## config.mk

```make
export PLATFORM = sky130hd
export DESIGN_NAME = gsp_preset_bank
export DESIGN_NICKNAME = d
export VERILOG_FILES = /design/src/logic/gsp_pkg.sv /design/src/logic/gsp_preset_bank.sv
export SDC_FILE = /design/constraint.sdc
export NUM_CORES = 1
export LEC_CHECK = 0
export BUFFER_PORTS_ARGS = -buffer_cell sky130_fd_sc_hd__buf_4
export CAP_MARGIN = 20
export CORE_AREA = 2 2 155 157
export CTS_CLUSTER_SIZE = 28
export DETAILED_ROUTE_END_ITERATION = 10
export DIE_AREA = 0 0 157 159
export HOLD_SLACK_MARGIN = 0.08
export PLACE_DENSITY = 0.41
export SETUP_SLACK_MARGIN = 0.15
export SYNTH_ARGS = -nofsm -noshare
export SYNTH_HDL_FRONTEND = slang
export SYNTH_SLANG_ARGS = --single-unit
```

## constraint.sdc

```tcl
create_clock -name clock_i -period 4.05 [get_ports clock_i]
set_input_delay 0.2025 -clock clock_i [delete_from_list [all_inputs] [get_ports clock_i]]
set_output_delay 0.2025 -clock clock_i [all_outputs]
set_load 0.03 [all_outputs]
```

## src/logic/gsp_pkg.sv

```systemverilog
// Package: register map, reset values, frame layout and carrier types of the preset bank.
package gsp_pkg;

  ////////////////////////////////////////////////////////////////////////////
  localparam int GSP_ADDR_W = 15;
  localparam int GSP_CODE_W = 6;
  localparam int GSP_STEP_W = 5;
  localparam int GSP_TRIM_W = 4;

  localparam logic [GSP_ADDR_W-1:0] GSP_OFS_PATH_CTRL = 15'h0100;
  localparam logic [GSP_ADDR_W-1:0] GSP_OFS_ATT0_TX = 15'h0102;
  localparam logic [GSP_ADDR_W-1:0] GSP_OFS_ATT0_IDLE = 15'h0103;
  localparam logic [GSP_ADDR_W-1:0] GSP_OFS_MAN_FIRST = 15'h010a;
  localparam logic [GSP_ADDR_W-1:0] GSP_OFS_MAN_SECOND = 15'h010b;
  localparam logic [GSP_ADDR_W-1:0] GSP_OFS_LIN_CTRL = 15'h0110;
  localparam logic [GSP_ADDR_W-1:0] GSP_OFS_TRIM1 = 15'h0111;
  localparam logic [GSP_ADDR_W-1:0] GSP_OFS_TRIM2 = 15'h0112;
  localparam logic [GSP_ADDR_W-1:0] GSP_OFS_TRIM3 = 15'h0113;
  localparam logic [GSP_ADDR_W-1:0] GSP_OFS_ATT1 = 15'h0114;
  localparam logic [GSP_ADDR_W-1:0] GSP_OFS_ATT2 = 15'h0115;
  localparam logic [GSP_ADDR_W-1:0] GSP_OFS_ATT3 = 15'h0116;
  localparam logic [GSP_ADDR_W-1:0] GSP_OFS_LEVEL = 15'h0120;

  // Field positions.
  localparam int GSP_POS_MAN_EN = 7;
  localparam int GSP_POS_LIN_OFF1 = 0;
  localparam int GSP_POS_LEVEL = 0;
  localparam int GSP_POS_TRIM_SECOND = 4;

  // Reset values.
  localparam logic [GSP_CODE_W-1:0] GSP_RST_ATT0 = 6'h3f;
  localparam logic [GSP_CODE_W-1:0] GSP_RST_ATT1 = 6'h18;
  localparam logic [GSP_CODE_W-1:0] GSP_RST_ATT2 = 6'h30;
  localparam logic [GSP_CODE_W-1:0] GSP_RST_ATT3 = 6'h3f;
  localparam logic [GSP_STEP_W-1:0] GSP_RST_MAN = 5'h00;
  localparam logic [7:0] GSP_RST_TRIM = 8'h55;
  localparam logic GSP_RST_BIT = 1'b0;

  // Stage split: codes up to the boundary use only the second stage.
  localparam logic [GSP_CODE_W-1:0] GSP_CODE_BOUNDARY = 6'h20;
  localparam logic [GSP_STEP_W-1:0] GSP_STEP_FULL = 5'h1f;

  // Serial frame: read flag, 15-bit address, 8 data bits, MSB first.
  localparam logic [4:0] GSP_HDR_LAST = 5'h0f;
  localparam logic [4:0] GSP_FRAME_LAST = 5'h17;
  localparam logic [4:0] GSP_FRAME_BITS = 5'h18;

  ////////////////////////////////////////////////////////////////////////////
  typedef struct packed {
    logic sclk;
    logic csb_n;
    logic sdi;
    logic tx_en;
    logic [1:0] sel;
  } gsp_pins_type;

  typedef struct packed {
    logic [GSP_STEP_W-1:0] first_step_attenuator;
    logic [GSP_STEP_W-1:0] second_step_attenuator;
    logic [GSP_TRIM_W-1:0] second_amp_bias_trim;
    logic [GSP_TRIM_W-1:0] first_amp_bias_trim;
    logic first_amp_linearity_off;
  } gsp_amp_ctrl_type;

  typedef struct packed {
    logic manual_atten_enable;
    logic [GSP_CODE_W-1:0] att0_tx;
    logic [GSP_CODE_W-1:0] att0_idle;
    logic [GSP_STEP_W-1:0] man_first;
    logic [GSP_STEP_W-1:0] man_second;
    logic first_amp_linearity_off_state1;
    logic [7:0] bias_trim_state1;
    logic [7:0] bias_trim_state2;
    logic [7:0] bias_trim_state3;
    logic [GSP_CODE_W-1:0] atten_code_state1;
    logic [GSP_CODE_W-1:0] atten_code_state2;
    logic [GSP_CODE_W-1:0] atten_code_state3;
    logic readback_level_select;
  } gsp_regs_type;

  typedef struct packed {
    gsp_pins_type s1;
    gsp_pins_type s2;
    logic sclk_prev;
    logic [4:0] cnt;
    logic [23:0] sh;
    logic rd_active;
    logic [7:0] rd_sh;
    logic sdo;
    logic sdo_oe;
    gsp_regs_type regs;
    gsp_amp_ctrl_type amp;
  } gsp_state_type;

endpackage

```

## src/logic/gsp_preset_bank.sv

```systemverilog
// Gain-state preset register bank with its serial register port and stage drive.
`timescale 1ns/1ps

//
// Behaviour
// - Transmit high, select 01: attenuator follows state-1 preset code bits [5:0].
// - Transmit high, select 10: attenuator follows state-2 preset code.
// - Transmit high, select 11: attenuator follows state-3 preset code.
// - Code 0 is no attenuation, code 63 is 31.00 dB, monotonic half-dB steps.
// - Codes 31 and 32 equal; up to there second stage only, then both stages.
// - State 1, 2, 3 attenuation presets reset to 0x18, 0x30, 0x3f.
// - Trim registers: second amp [7:4], first amp [3:0], each reset 0x5, writable.
// - Bias trims come from state 1, 2 or 3 register per select pins.
// - Linearity bit 0 set turns off first amp linearity currents in state 01 with transmit high.
// - Level bit 0 picks readback level, 0 is 1.8 V, 1 is 3.3 V.
// - Manual enable clear: presets drive stages; set with transmit high: two manual registers drive them.
// - State 00 uses one preset with transmit high, another with transmit low.
module gsp_preset_bank (
  // Clock and reset.
  input wire logic clock_i,
  input wire logic arst_n_i,
  // Serial register port pins.
  input wire logic spi_sclk_i,
  input wire logic spi_csb_n_i,
  input wire logic spi_sdi_i,
  output logic spi_sdo_o,
  output logic spi_sdo_oe_o,
  output logic readback_level_select_o,
  // Gain state pins.
  input wire logic transmit_enable_pin_i,
  input wire logic [1:0] gain_state_select_pins_i,
  // Amplifier and attenuator controls.
  output gsp_pkg::gsp_amp_ctrl_type amp_ctrl_o
);
  import gsp_pkg::*;

  ////////////////////////////////////////////////////////////////////////////
  localparam gsp_regs_type REGS_RST = '{
    manual_atten_enable: GSP_RST_BIT,
    att0_tx: GSP_RST_ATT0,
    att0_idle: GSP_RST_ATT0,
    man_first: GSP_RST_MAN,
    man_second: GSP_RST_MAN,
    first_amp_linearity_off_state1: GSP_RST_BIT,
    bias_trim_state1: GSP_RST_TRIM,
    bias_trim_state2: GSP_RST_TRIM,
    bias_trim_state3: GSP_RST_TRIM,
    atten_code_state1: GSP_RST_ATT1,
    atten_code_state2: GSP_RST_ATT2,
    atten_code_state3: GSP_RST_ATT3,
    readback_level_select: GSP_RST_BIT
  };
  localparam gsp_amp_ctrl_type AMP_RST = '{
    first_step_attenuator: GSP_STEP_FULL,
    second_step_attenuator: GSP_STEP_FULL,
    second_amp_bias_trim: GSP_RST_TRIM[7:4],
    first_amp_bias_trim: GSP_RST_TRIM[3:0],
    first_amp_linearity_off: GSP_RST_BIT
  };
  localparam gsp_state_type STATE_RST = '{
    s1: '0,
    s2: '0,
    sclk_prev: 1'b0,
    cnt: 5'h00,
    sh: 24'h000000,
    rd_active: 1'b0,
    rd_sh: 8'h00,
    sdo: 1'b0,
    sdo_oe: 1'b0,
    regs: REGS_RST,
    amp: AMP_RST
  };

  gsp_state_type q;
  gsp_state_type d;
  logic rise;
  logic fall;
  logic [23:0] sh_next;
  logic [GSP_ADDR_W-1:0] rd_addr;
  logic [GSP_ADDR_W-1:0] wr_addr;
  logic [7:0] wr_data;
  logic [7:0] rd_val;
  logic [GSP_CODE_W-1:0] code;
  logic [7:0] trim;

  ////////////////////////////////////////////////////////////////////////////
  // Register read mux; unmapped addresses and reserved bits read zero.
  always_comb begin
    rd_val = 8'h00;
    if (rd_addr == GSP_OFS_PATH_CTRL) begin
      rd_val[GSP_POS_MAN_EN] = q.regs.manual_atten_enable;
    end else if (rd_addr == GSP_OFS_ATT0_TX) begin
      rd_val = {2'b00, q.regs.att0_tx};
    end else if (rd_addr == GSP_OFS_ATT0_IDLE) begin
      rd_val = {2'b00, q.regs.att0_idle};
    end else if (rd_addr == GSP_OFS_MAN_FIRST) begin
      rd_val = {3'b000, q.regs.man_first};
    end else if (rd_addr == GSP_OFS_MAN_SECOND) begin
      rd_val = {3'b000, q.regs.man_second};
    end else if (rd_addr == GSP_OFS_LIN_CTRL) begin
      rd_val[GSP_POS_LIN_OFF1] = q.regs.first_amp_linearity_off_state1;
    end else if (rd_addr == GSP_OFS_TRIM1) begin
      rd_val = q.regs.bias_trim_state1;
    end else if (rd_addr == GSP_OFS_TRIM2) begin
      rd_val = q.regs.bias_trim_state2;
    end else if (rd_addr == GSP_OFS_TRIM3) begin
      rd_val = q.regs.bias_trim_state3;
    end else if (rd_addr == GSP_OFS_ATT1) begin
      rd_val = {2'b00, q.regs.atten_code_state1};
    end else if (rd_addr == GSP_OFS_ATT2) begin
      rd_val = {2'b00, q.regs.atten_code_state2};
    end else if (rd_addr == GSP_OFS_ATT3) begin
      rd_val = {2'b00, q.regs.atten_code_state3};
    end else if (rd_addr == GSP_OFS_LEVEL) begin
      rd_val[GSP_POS_LEVEL] = q.regs.readback_level_select;
    end
  end

  ////////////////////////////////////////////////////////////////////////////
  always_comb begin
    d = q;
    // Pins cross in through two flops; only the second stage feeds logic.
    d.s1 = '{spi_sclk_i, spi_csb_n_i, spi_sdi_i, transmit_enable_pin_i,
             gain_state_select_pins_i};
    d.s2 = q.s1;
    d.sclk_prev = q.s2.sclk;
    rise = q.s2.sclk & ~q.sclk_prev;
    fall = ~q.s2.sclk & q.sclk_prev;
    sh_next = {q.sh[22:0], q.s2.sdi};
    rd_addr = sh_next[GSP_ADDR_W-1:0];
    wr_addr = sh_next[22:8];
    wr_data = sh_next[7:0];

    // A frame is bounded by chip select; deselect aborts any partial frame.
    if (q.s2.csb_n) begin
      d.cnt = 5'h00;
      d.rd_active = 1'b0;
      d.sdo_oe = 1'b0;
    end else begin
      if (rise && q.cnt != GSP_FRAME_BITS) begin
        d.sh = sh_next;
        d.cnt = q.cnt + 5'h01;
        if (q.cnt == GSP_HDR_LAST && sh_next[15]) begin
          d.rd_active = 1'b1;
          d.rd_sh = rd_val;
        end
        if (q.cnt == GSP_FRAME_LAST && !sh_next[23]) begin
          if (wr_addr == GSP_OFS_PATH_CTRL) begin
            d.regs.manual_atten_enable = wr_data[GSP_POS_MAN_EN];
          end else if (wr_addr == GSP_OFS_ATT0_TX) begin
            d.regs.att0_tx = wr_data[GSP_CODE_W-1:0];
          end else if (wr_addr == GSP_OFS_ATT0_IDLE) begin
            d.regs.att0_idle = wr_data[GSP_CODE_W-1:0];
          end else if (wr_addr == GSP_OFS_MAN_FIRST) begin
            d.regs.man_first = wr_data[GSP_STEP_W-1:0];
          end else if (wr_addr == GSP_OFS_MAN_SECOND) begin
            d.regs.man_second = wr_data[GSP_STEP_W-1:0];
          end else if (wr_addr == GSP_OFS_LIN_CTRL) begin
            d.regs.first_amp_linearity_off_state1 = wr_data[GSP_POS_LIN_OFF1];
          end else if (wr_addr == GSP_OFS_TRIM1) begin
            d.regs.bias_trim_state1 = wr_data;
          end else if (wr_addr == GSP_OFS_TRIM2) begin
            d.regs.bias_trim_state2 = wr_data;
          end else if (wr_addr == GSP_OFS_TRIM3) begin
            d.regs.bias_trim_state3 = wr_data;
          end else if (wr_addr == GSP_OFS_ATT1) begin
            d.regs.atten_code_state1 = wr_data[GSP_CODE_W-1:0];
          end else if (wr_addr == GSP_OFS_ATT2) begin
            d.regs.atten_code_state2 = wr_data[GSP_CODE_W-1:0];
          end else if (wr_addr == GSP_OFS_ATT3) begin
            d.regs.atten_code_state3 = wr_data[GSP_CODE_W-1:0];
          end else if (wr_addr == GSP_OFS_LEVEL) begin
            d.regs.readback_level_select = wr_data[GSP_POS_LEVEL];
          end
        end
      end
      // Read data leaves on falling edges so the host can sample on rising ones.
      if (fall && q.rd_active) begin
        d.sdo = q.rd_sh[7];
        d.rd_sh = {q.rd_sh[6:0], 1'b0};
        d.sdo_oe = 1'b1;
      end
    end

    // Code selection from the synchronised gain state pins.
    code = q.regs.att0_idle;
    if (q.s2.tx_en) begin
      case (q.s2.sel)
        2'b01: code = q.regs.atten_code_state1;
        2'b10: code = q.regs.atten_code_state2;
        2'b11: code = q.regs.atten_code_state3;
        default: code = q.regs.att0_tx;
      endcase
    end
    // State 00 has no trim register in this bank, so it holds the reset trim.
    case (q.s2.sel)
      2'b01: trim = q.regs.bias_trim_state1;
      2'b10: trim = q.regs.bias_trim_state2;
      2'b11: trim = q.regs.bias_trim_state3;
      default: trim = GSP_RST_TRIM;
    endcase
    d.amp.second_amp_bias_trim = trim[7:GSP_POS_TRIM_SECOND];
    d.amp.first_amp_bias_trim = trim[GSP_POS_TRIM_SECOND-1:0];
    d.amp.first_amp_linearity_off = q.s2.tx_en && q.s2.sel == 2'b01 &&
                                    q.regs.first_amp_linearity_off_state1;

    if (q.s2.tx_en && q.regs.manual_atten_enable) begin
      d.amp.first_step_attenuator = q.regs.man_first;
      d.amp.second_step_attenuator = q.regs.man_second;
    end else if (code <= GSP_CODE_BOUNDARY) begin
      // Codes 31 and 32 both give the full second stage alone.
      d.amp.first_step_attenuator = 5'h00;
      d.amp.second_step_attenuator = (code == GSP_CODE_BOUNDARY) ? GSP_STEP_FULL :
                                     code[GSP_STEP_W-1:0];
    end else begin
      d.amp.first_step_attenuator = code[GSP_STEP_W-1:0];
      d.amp.second_step_attenuator = GSP_STEP_FULL;
    end
  end

  ////////////////////////////////////////////////////////////////////////////
  always_ff @(posedge clock_i or negedge arst_n_i) begin
    if (!arst_n_i) begin
      q <= STATE_RST;
    end else begin
      q <= d;
    end
  end

  assign spi_sdo_o = q.sdo;
  assign spi_sdo_oe_o = q.sdo_oe;
  assign readback_level_select_o = q.regs.readback_level_select;
  assign amp_ctrl_o = q.amp;

endmodule

```

* After elaboration in Yosys (flattened, before gate mapping)
Cells that the tools add are included.
** Operators by class
- $add $sub $neg :: 1
- $lt $le $gt $ge :: 1
- Equal/unequal tests :: 33
- Multiplexer cells :: 28
- Bitwise operators :: 17
- Reduce and logical (&&, ||, !) cells :: 30
** Operators with widths (number)
- == test 15 x 9 -> 1 bit, second input constant :: 26
- 2-to-1 mux 8 bit :: 7
- 2-to-1 mux 38 bit :: 1
- 2-to-1 mux 10 bit :: 3
- case mux 8 bit (3 select lines) :: 1
- 2-to-1 mux 6 bit :: 3
- case mux 6 bit (3 select lines) :: 1
- AND reduction 16 bit :: 1
- 2-to-1 mux 5 bit :: 3
- inverter 1 bit :: 15
- AND reduction 15 bit :: 1
- 2-to-1 mux 7 bit :: 2
- AND reduction 14 bit :: 1
- AND reduction 13 bit :: 1
- AND reduction 12 bit :: 1
- AND reduction 11 bit :: 1
- AND reduction 10 bit :: 1
- nonzero test 2 bit :: 5
- 2-to-1 mux 9 bit :: 1
- AND reduction 9 bit :: 1
- AND reduction 8 bit :: 1
- logical AND 1 bit :: 7
- AND reduction 7 bit :: 1
- == test 6 bit, second input constant :: 1
- 15 further kinds :: 24
** Word-level totals
- Register bits after elaboration :: 139
- Bits of input ports :: 8
- Output and inout bits :: 22
- Word-level logic and storage cells :: 145

* Depth between registers and ports, before layout
- Depth in word-level cells :: 18
- Depth in mapped cells :: 10
- Depth with buffers taken out :: 9

* Least setup slack after synthesis
No wires, ideal clock.
- Path kind :: reg2reg
- From :: register q[121] (netlist bit)
- To :: register q[103] (netlist bit)
- Setup time :: 125 ps
- Data arrival time :: 1877 ps
- Required time :: 3925 ps
- Setup slack :: 2049 ps
- Cell stages (with the launch flop) :: 10
- Buffers on the path :: 3
- Period minus slack after synthesis :: 2001 ps
- Cells stage by stage :: dfrtp_1 > inv_1 > ha_1 > nand4b_1 > nor2b_1 > buf_2 > nor2b_1 > buf_2 > buf_2 > mux2_2
** Between the ends
- Longest elaborated chain between the ends :: 3
** RTL lines
- start, declared :: RTL line gsp_preset_bank.sv:74 : gsp_state_type q;
- start signal, assigned :: RTL line gsp_preset_bank.sv:224 : q <= STATE_RST;
- start signal, assigned :: RTL line gsp_preset_bank.sv:226 : q <= d;
- inequality test 5 bit :: RTL line gsp_preset_bank.sv:140 : if (rise && q.cnt != GSP_FRAME_BITS) begin
- logical AND 1 bit :: RTL line gsp_preset_bank.sv:140
- AND reduction 2 bit (no line)
No other way between the ends.
A chain may end at the register's enable or synchronous reset.

* Final worst setup path
- From :: register q[98] (netlist bit)
- To :: register q[92] (netlist bit)
** Between the ends
- Longest elaborated chain between the ends :: 16
- Elaborated cells on any way between the ends :: 27
- Those cells by class :: 12 x eq/ne; 15 x mux
** RTL lines
- == test 15 x 9 -> 1 bit :: RTL line gsp_preset_bank.sv:112 : end else if (rd_addr == GSP_OFS_ATT3) begin
- 2-to-1 mux 5 bit :: RTL line gsp_preset_bank.sv:112
- 2-to-1 mux 6 bit :: RTL line gsp_preset_bank.sv:110 : end else if (rd_addr == GSP_OFS_ATT2) begin
- 2-to-1 mux 6 bit :: RTL line gsp_preset_bank.sv:108 : end else if (rd_addr == GSP_OFS_ATT1) begin
- 2-to-1 mux 8 bit :: RTL line gsp_preset_bank.sv:106 : end else if (rd_addr == GSP_OFS_TRIM3) begin
- 2-to-1 mux 8 bit :: RTL line gsp_preset_bank.sv:104 : end else if (rd_addr == GSP_OFS_TRIM2) begin
- 2-to-1 mux 8 bit :: RTL line gsp_preset_bank.sv:102 : end else if (rd_addr == GSP_OFS_TRIM1) begin
- 2-to-1 mux 7 bit :: RTL line gsp_preset_bank.sv:100 : end else if (rd_addr == GSP_OFS_LIN_CTRL) begin
- 2-to-1 mux 8 bit :: RTL line gsp_preset_bank.sv:98 : end else if (rd_addr == GSP_OFS_MAN_SECOND) begin
- 2-to-1 mux 8 bit :: RTL line gsp_preset_bank.sv:96 : end else if (rd_addr == GSP_OFS_MAN_FIRST) begin
- 2-to-1 mux 8 bit :: RTL line gsp_preset_bank.sv:94 : end else if (rd_addr == GSP_OFS_ATT0_IDLE) begin
- 2-to-1 mux 8 bit :: RTL line gsp_preset_bank.sv:92 : end else if (rd_addr == GSP_OFS_ATT0_TX) begin
- 2-to-1 mux 7 bit * :: RTL line gsp_preset_bank.sv:90 : if (rd_addr == GSP_OFS_PATH_CTRL) begin
- 2-to-1 mux 9 bit * :: RTL line gsp_preset_bank.sv:143 : if (q.cnt == GSP_HDR_LAST && sh_next[15]) begin
- 2-to-1 mux 38 bit * :: RTL line gsp_preset_bank.sv:140
- 2-to-1 mux 10 bit * :: RTL line gsp_preset_bank.sv:178 : if (fall && q.rd_active) begin
Mark *: on every way between the ends. The rest lies on a longest branch, timed or not. The select of a mux whose other input is x is not followed.

==> impl_metrics.py <==
metrics = {
    "yosys": {
        "ys_seq_elements": 138,
        "yosysSeqAreaShare_pct": 51.1,
        "async_flop_share_pct": 100,
        "synth_ff_type": "dfrtp_1",
        "syn_avg_cell_area_sq_um": 12.0,
        "postSynthCellCount": 574,
        "syn_nets": 585,
        "synth_area_sq_um": 6870,
        "yosys_warnings": 0,
        "ys_types": 69,
        "synth_edf_count": 0,
    },
    "timing": {
        "setup_viol": 0,
        "setup_ws_ns": 1.07,
        "maxSlewViolCount": 0,
        "slew_headroom_pct": 26.7,
        "period_needed_ns": 2.98,
        "finalSetupTns_ns": 0,
        "max_freq_mhz": 335,
        "grt_setup_unrepaired": "no",
        "worstMarginPinSlew_ns": 1.08,
        "clock_skew_ns": 0.0116,
        "hold_viol": 0,
        "fin_crit_sh_pct": 73.7,
    },
    "worst_setup_path": {
        "setup.worst_path.start_class": "flop",
        "reg2reg_slack_ns": 1.07,
        "reg2reg_depth": 6,
        "required_ns": 4.32,
        "timing.rr.start": "q[98]",
        "r2r-end": "q[92]",
        "endpoint": "q[92]",
        "path_class": "flop to flop",
        "crit_fanout": 24,
        "cp-end-kind": "flop",
        "cp.arrival_ns": 3.26,
        "crit_path_start": "q[98]",
    },
    "detailed_routing": {
        "routed_wl_microns": 19400,
        "firstDrtPassIters": 5,
        "num_vias": 4663,
        "via_per_inst": 5.07,
        "drcViolationCount": 0,
        "drt_iter0_markers": 441,
        "ant_nets": 0,
        "wl_per_cell_microns": 21.1,
    },
    "die": {
        "die_h_microns": 159,
        "initial_utilization_pct": 29.6,
        "rows": 56,
        "coreArea_sq_um": 23200,
        "ioPinCount": 30,
        "dieArea_sq_um": 25000,
        "chipWidth_microns": 157,
    },
    "grt": {
        "grt_usage_pct": 16.4,
        "grt_max_degree": 77,
        "antenna_found_initial": 0,
        "overflow": 0,
        "grt_pass1_wl_microns": 30500,
        "grt_pass1_vias": 4744,
    },
    "pwr": {
        "p_seq_share_pct": 45.1,
        "swShare_pct": 30.0,
        "p_per_area_nw_per_um2": 442,
        "p_int_mw": 2.44,
        "clkPwrFrac_pct": 42.7,
        "comb_power_share_pct": 12.2,
        "switchingPower_mw": 1.05,
        "peakVddDrop_mv": 0.210,
        "p_leak_nw": 3.37,
    },
    "clocking": {
        "clock-sinks": 138,
        "cts_setup_buffers": 0,
        "tritoncts.num_buffers": 17,
        "cts_tree": "done",
        "root_buffer": "clkbuf_16",
        "h-tree-depth": 4,
        "clock_latency_ns": 0.42,
        "clk_pin_slew_ns": 0.06,
        "clock_path_buffers": 2,
    },
    "outcome": {
        "status": "completed",
    },
    "finish": {
        "stdcell_area_sq_um": 7900,
        "final_common_cell": "dfrtp_1",
        "final_nets": 598,
        "num_antenna_cells": 0,
        "syn2layout_area_growth_pct": 14.9,
        "drive_above_1_share_pct": 39.2,
        "final_cell_mix": "dfrtp_1, mux2_2, dfstp_2",
    },
    "flow_run": {
        "max_cap_violations": 0,
    },
    "placement": {
        "gp_congestion": 0.838,
        "dp_slack_ns": 1.11,
        "numPortBuffers": 29,
        "dp_hpwl_microns": 13900,
        "dpl_cell_area_sq_um": 7260,
    },
    "min_path": {
        "hold_path.class": "flop to flop",
    },
}
[Yosys cell counts (all sizes together) (9+ instances only)]
cell type / number / share of area, %
a21oi: 16 / 1.2
a31oi: 11 / 1.0
buf: 33 / 3.4
clkbuf: 20 / 1.1
dfrtp: 90 / 33
dfstp: 48 / 18
mux2: 89 / 15
mux2i: 17 / 2.5
nand2: 35 / 1.9
nand3: 10 / 0.80
nor2: 40 / 2.3
nor4: 12 / 2.0
o21a: 9 / 0.98
o21ai: 22 / 1.7
[power groups by stage]
stage / logic (mW) / registers, mW / clock network (mW)
finish: 0.426 / 1.57 / 1.49
global route: 0.468 / 1.59 / 1.59
CTS: 0.427 / 1.57 / 1.53
detailed placement: 0.420 / 1.60 / 0
global placement: 0.423 / 1.60 / 0
floorplan: 0.378 / 1.48 / 0
[area by class of cell]
class / count / area, sq um
tap: 319 / 399
multi-input combinational: 375 / 3020
clock inverter: 13 / 119
sequential: 138 / 3510
timing repair buffer: 47 / 372
fill: 2297 / 15300
inverter: 8 / 30.0
clock buffer: 19 / 443
[how the worst min path moves through the flow]
stage | startpoint | to | cells past startpoint
floorplan | arst_n_i | amp_ctrl_o[0] | 0
global placement | arst_n_i | d[131] | 1
detailed placement | arst_n_i | d[131] | 1
CTS | d[129] | q[129] | 0
global route | d[131] | q[131] | 0
finish | d[129] | q[129] | 0
[metrics by stage]
stage / total power, mW / hold slack (ns) / instances / util (%)
final: 3.49 / 0.348 / 919 / 34.1
after CTS: 3.54 / 0.351 / 918 / 34.0
after global placement: 2.02 / 0.274 / 879 / 31.3
after detailed placement: 2.02 / 0.283 / 879 / 31.3
after floorplan: 1.86 / -0.0931 / 574 / -
after global routing: 3.65 / 0.363 / 919 / 34.1
[cell families (layout without fill, tap and decap cells)]
kind of cell    Yosys count  count (layout)  synth area share (%)
fa+ha+maj                 3               3                 0.546
buf+inv                  61              87                  4.93
flops                   138             138                  51.1
compound gates          102             102                  10.2
mux                     112             112                  19.0
xor+xnor                  3               3                 0.382
simple gates            155             155                  13.8
[flip-flops by register name (all words and copies together) (netlist names)]
| signal | cells |
|---|---|
| readback_level_select_o | 1 |
| q | 109 |
| spi_sdo_o | 1 |
| d | 7 |
| spi_sdo_oe_o | 1 |
| amp_ctrl_o | 19 |
[critical path, stage by stage (launching register included)]
cell,delay (ns)
dfrtp_1,0.72
nor4b_1,1.04
nand4_1,0.37
o32ai_1,0.24
nor2_1,0.09
o32ai_1,0.29
a31oi_1,0.08
[repair_timing]
item,4_1_cts,5_1_grt
resized for setup,0,0
endpoints found under the hold margin,59,0
hold buffers,7,0
[per-layer routing]
| layer | routed length, microns | part of all wire (%) | track usage [%] | vias up |
|---|---|---|---|---|
| met2 | 9070 | 47 | 25.2 | 101 |
| met5 | 0 | 0 | 0 | - |
| met3 | 609 | 3.1 | 2.59 | 24 |
| met4 | 483 | 2.5 | 6.34 | 0 |
| met1 | 9200 | 48 | 23.1 | 2389 |
| li1 | - | - | - | 2149 |
Note: power is estimated with default switching activity, not from simulation.
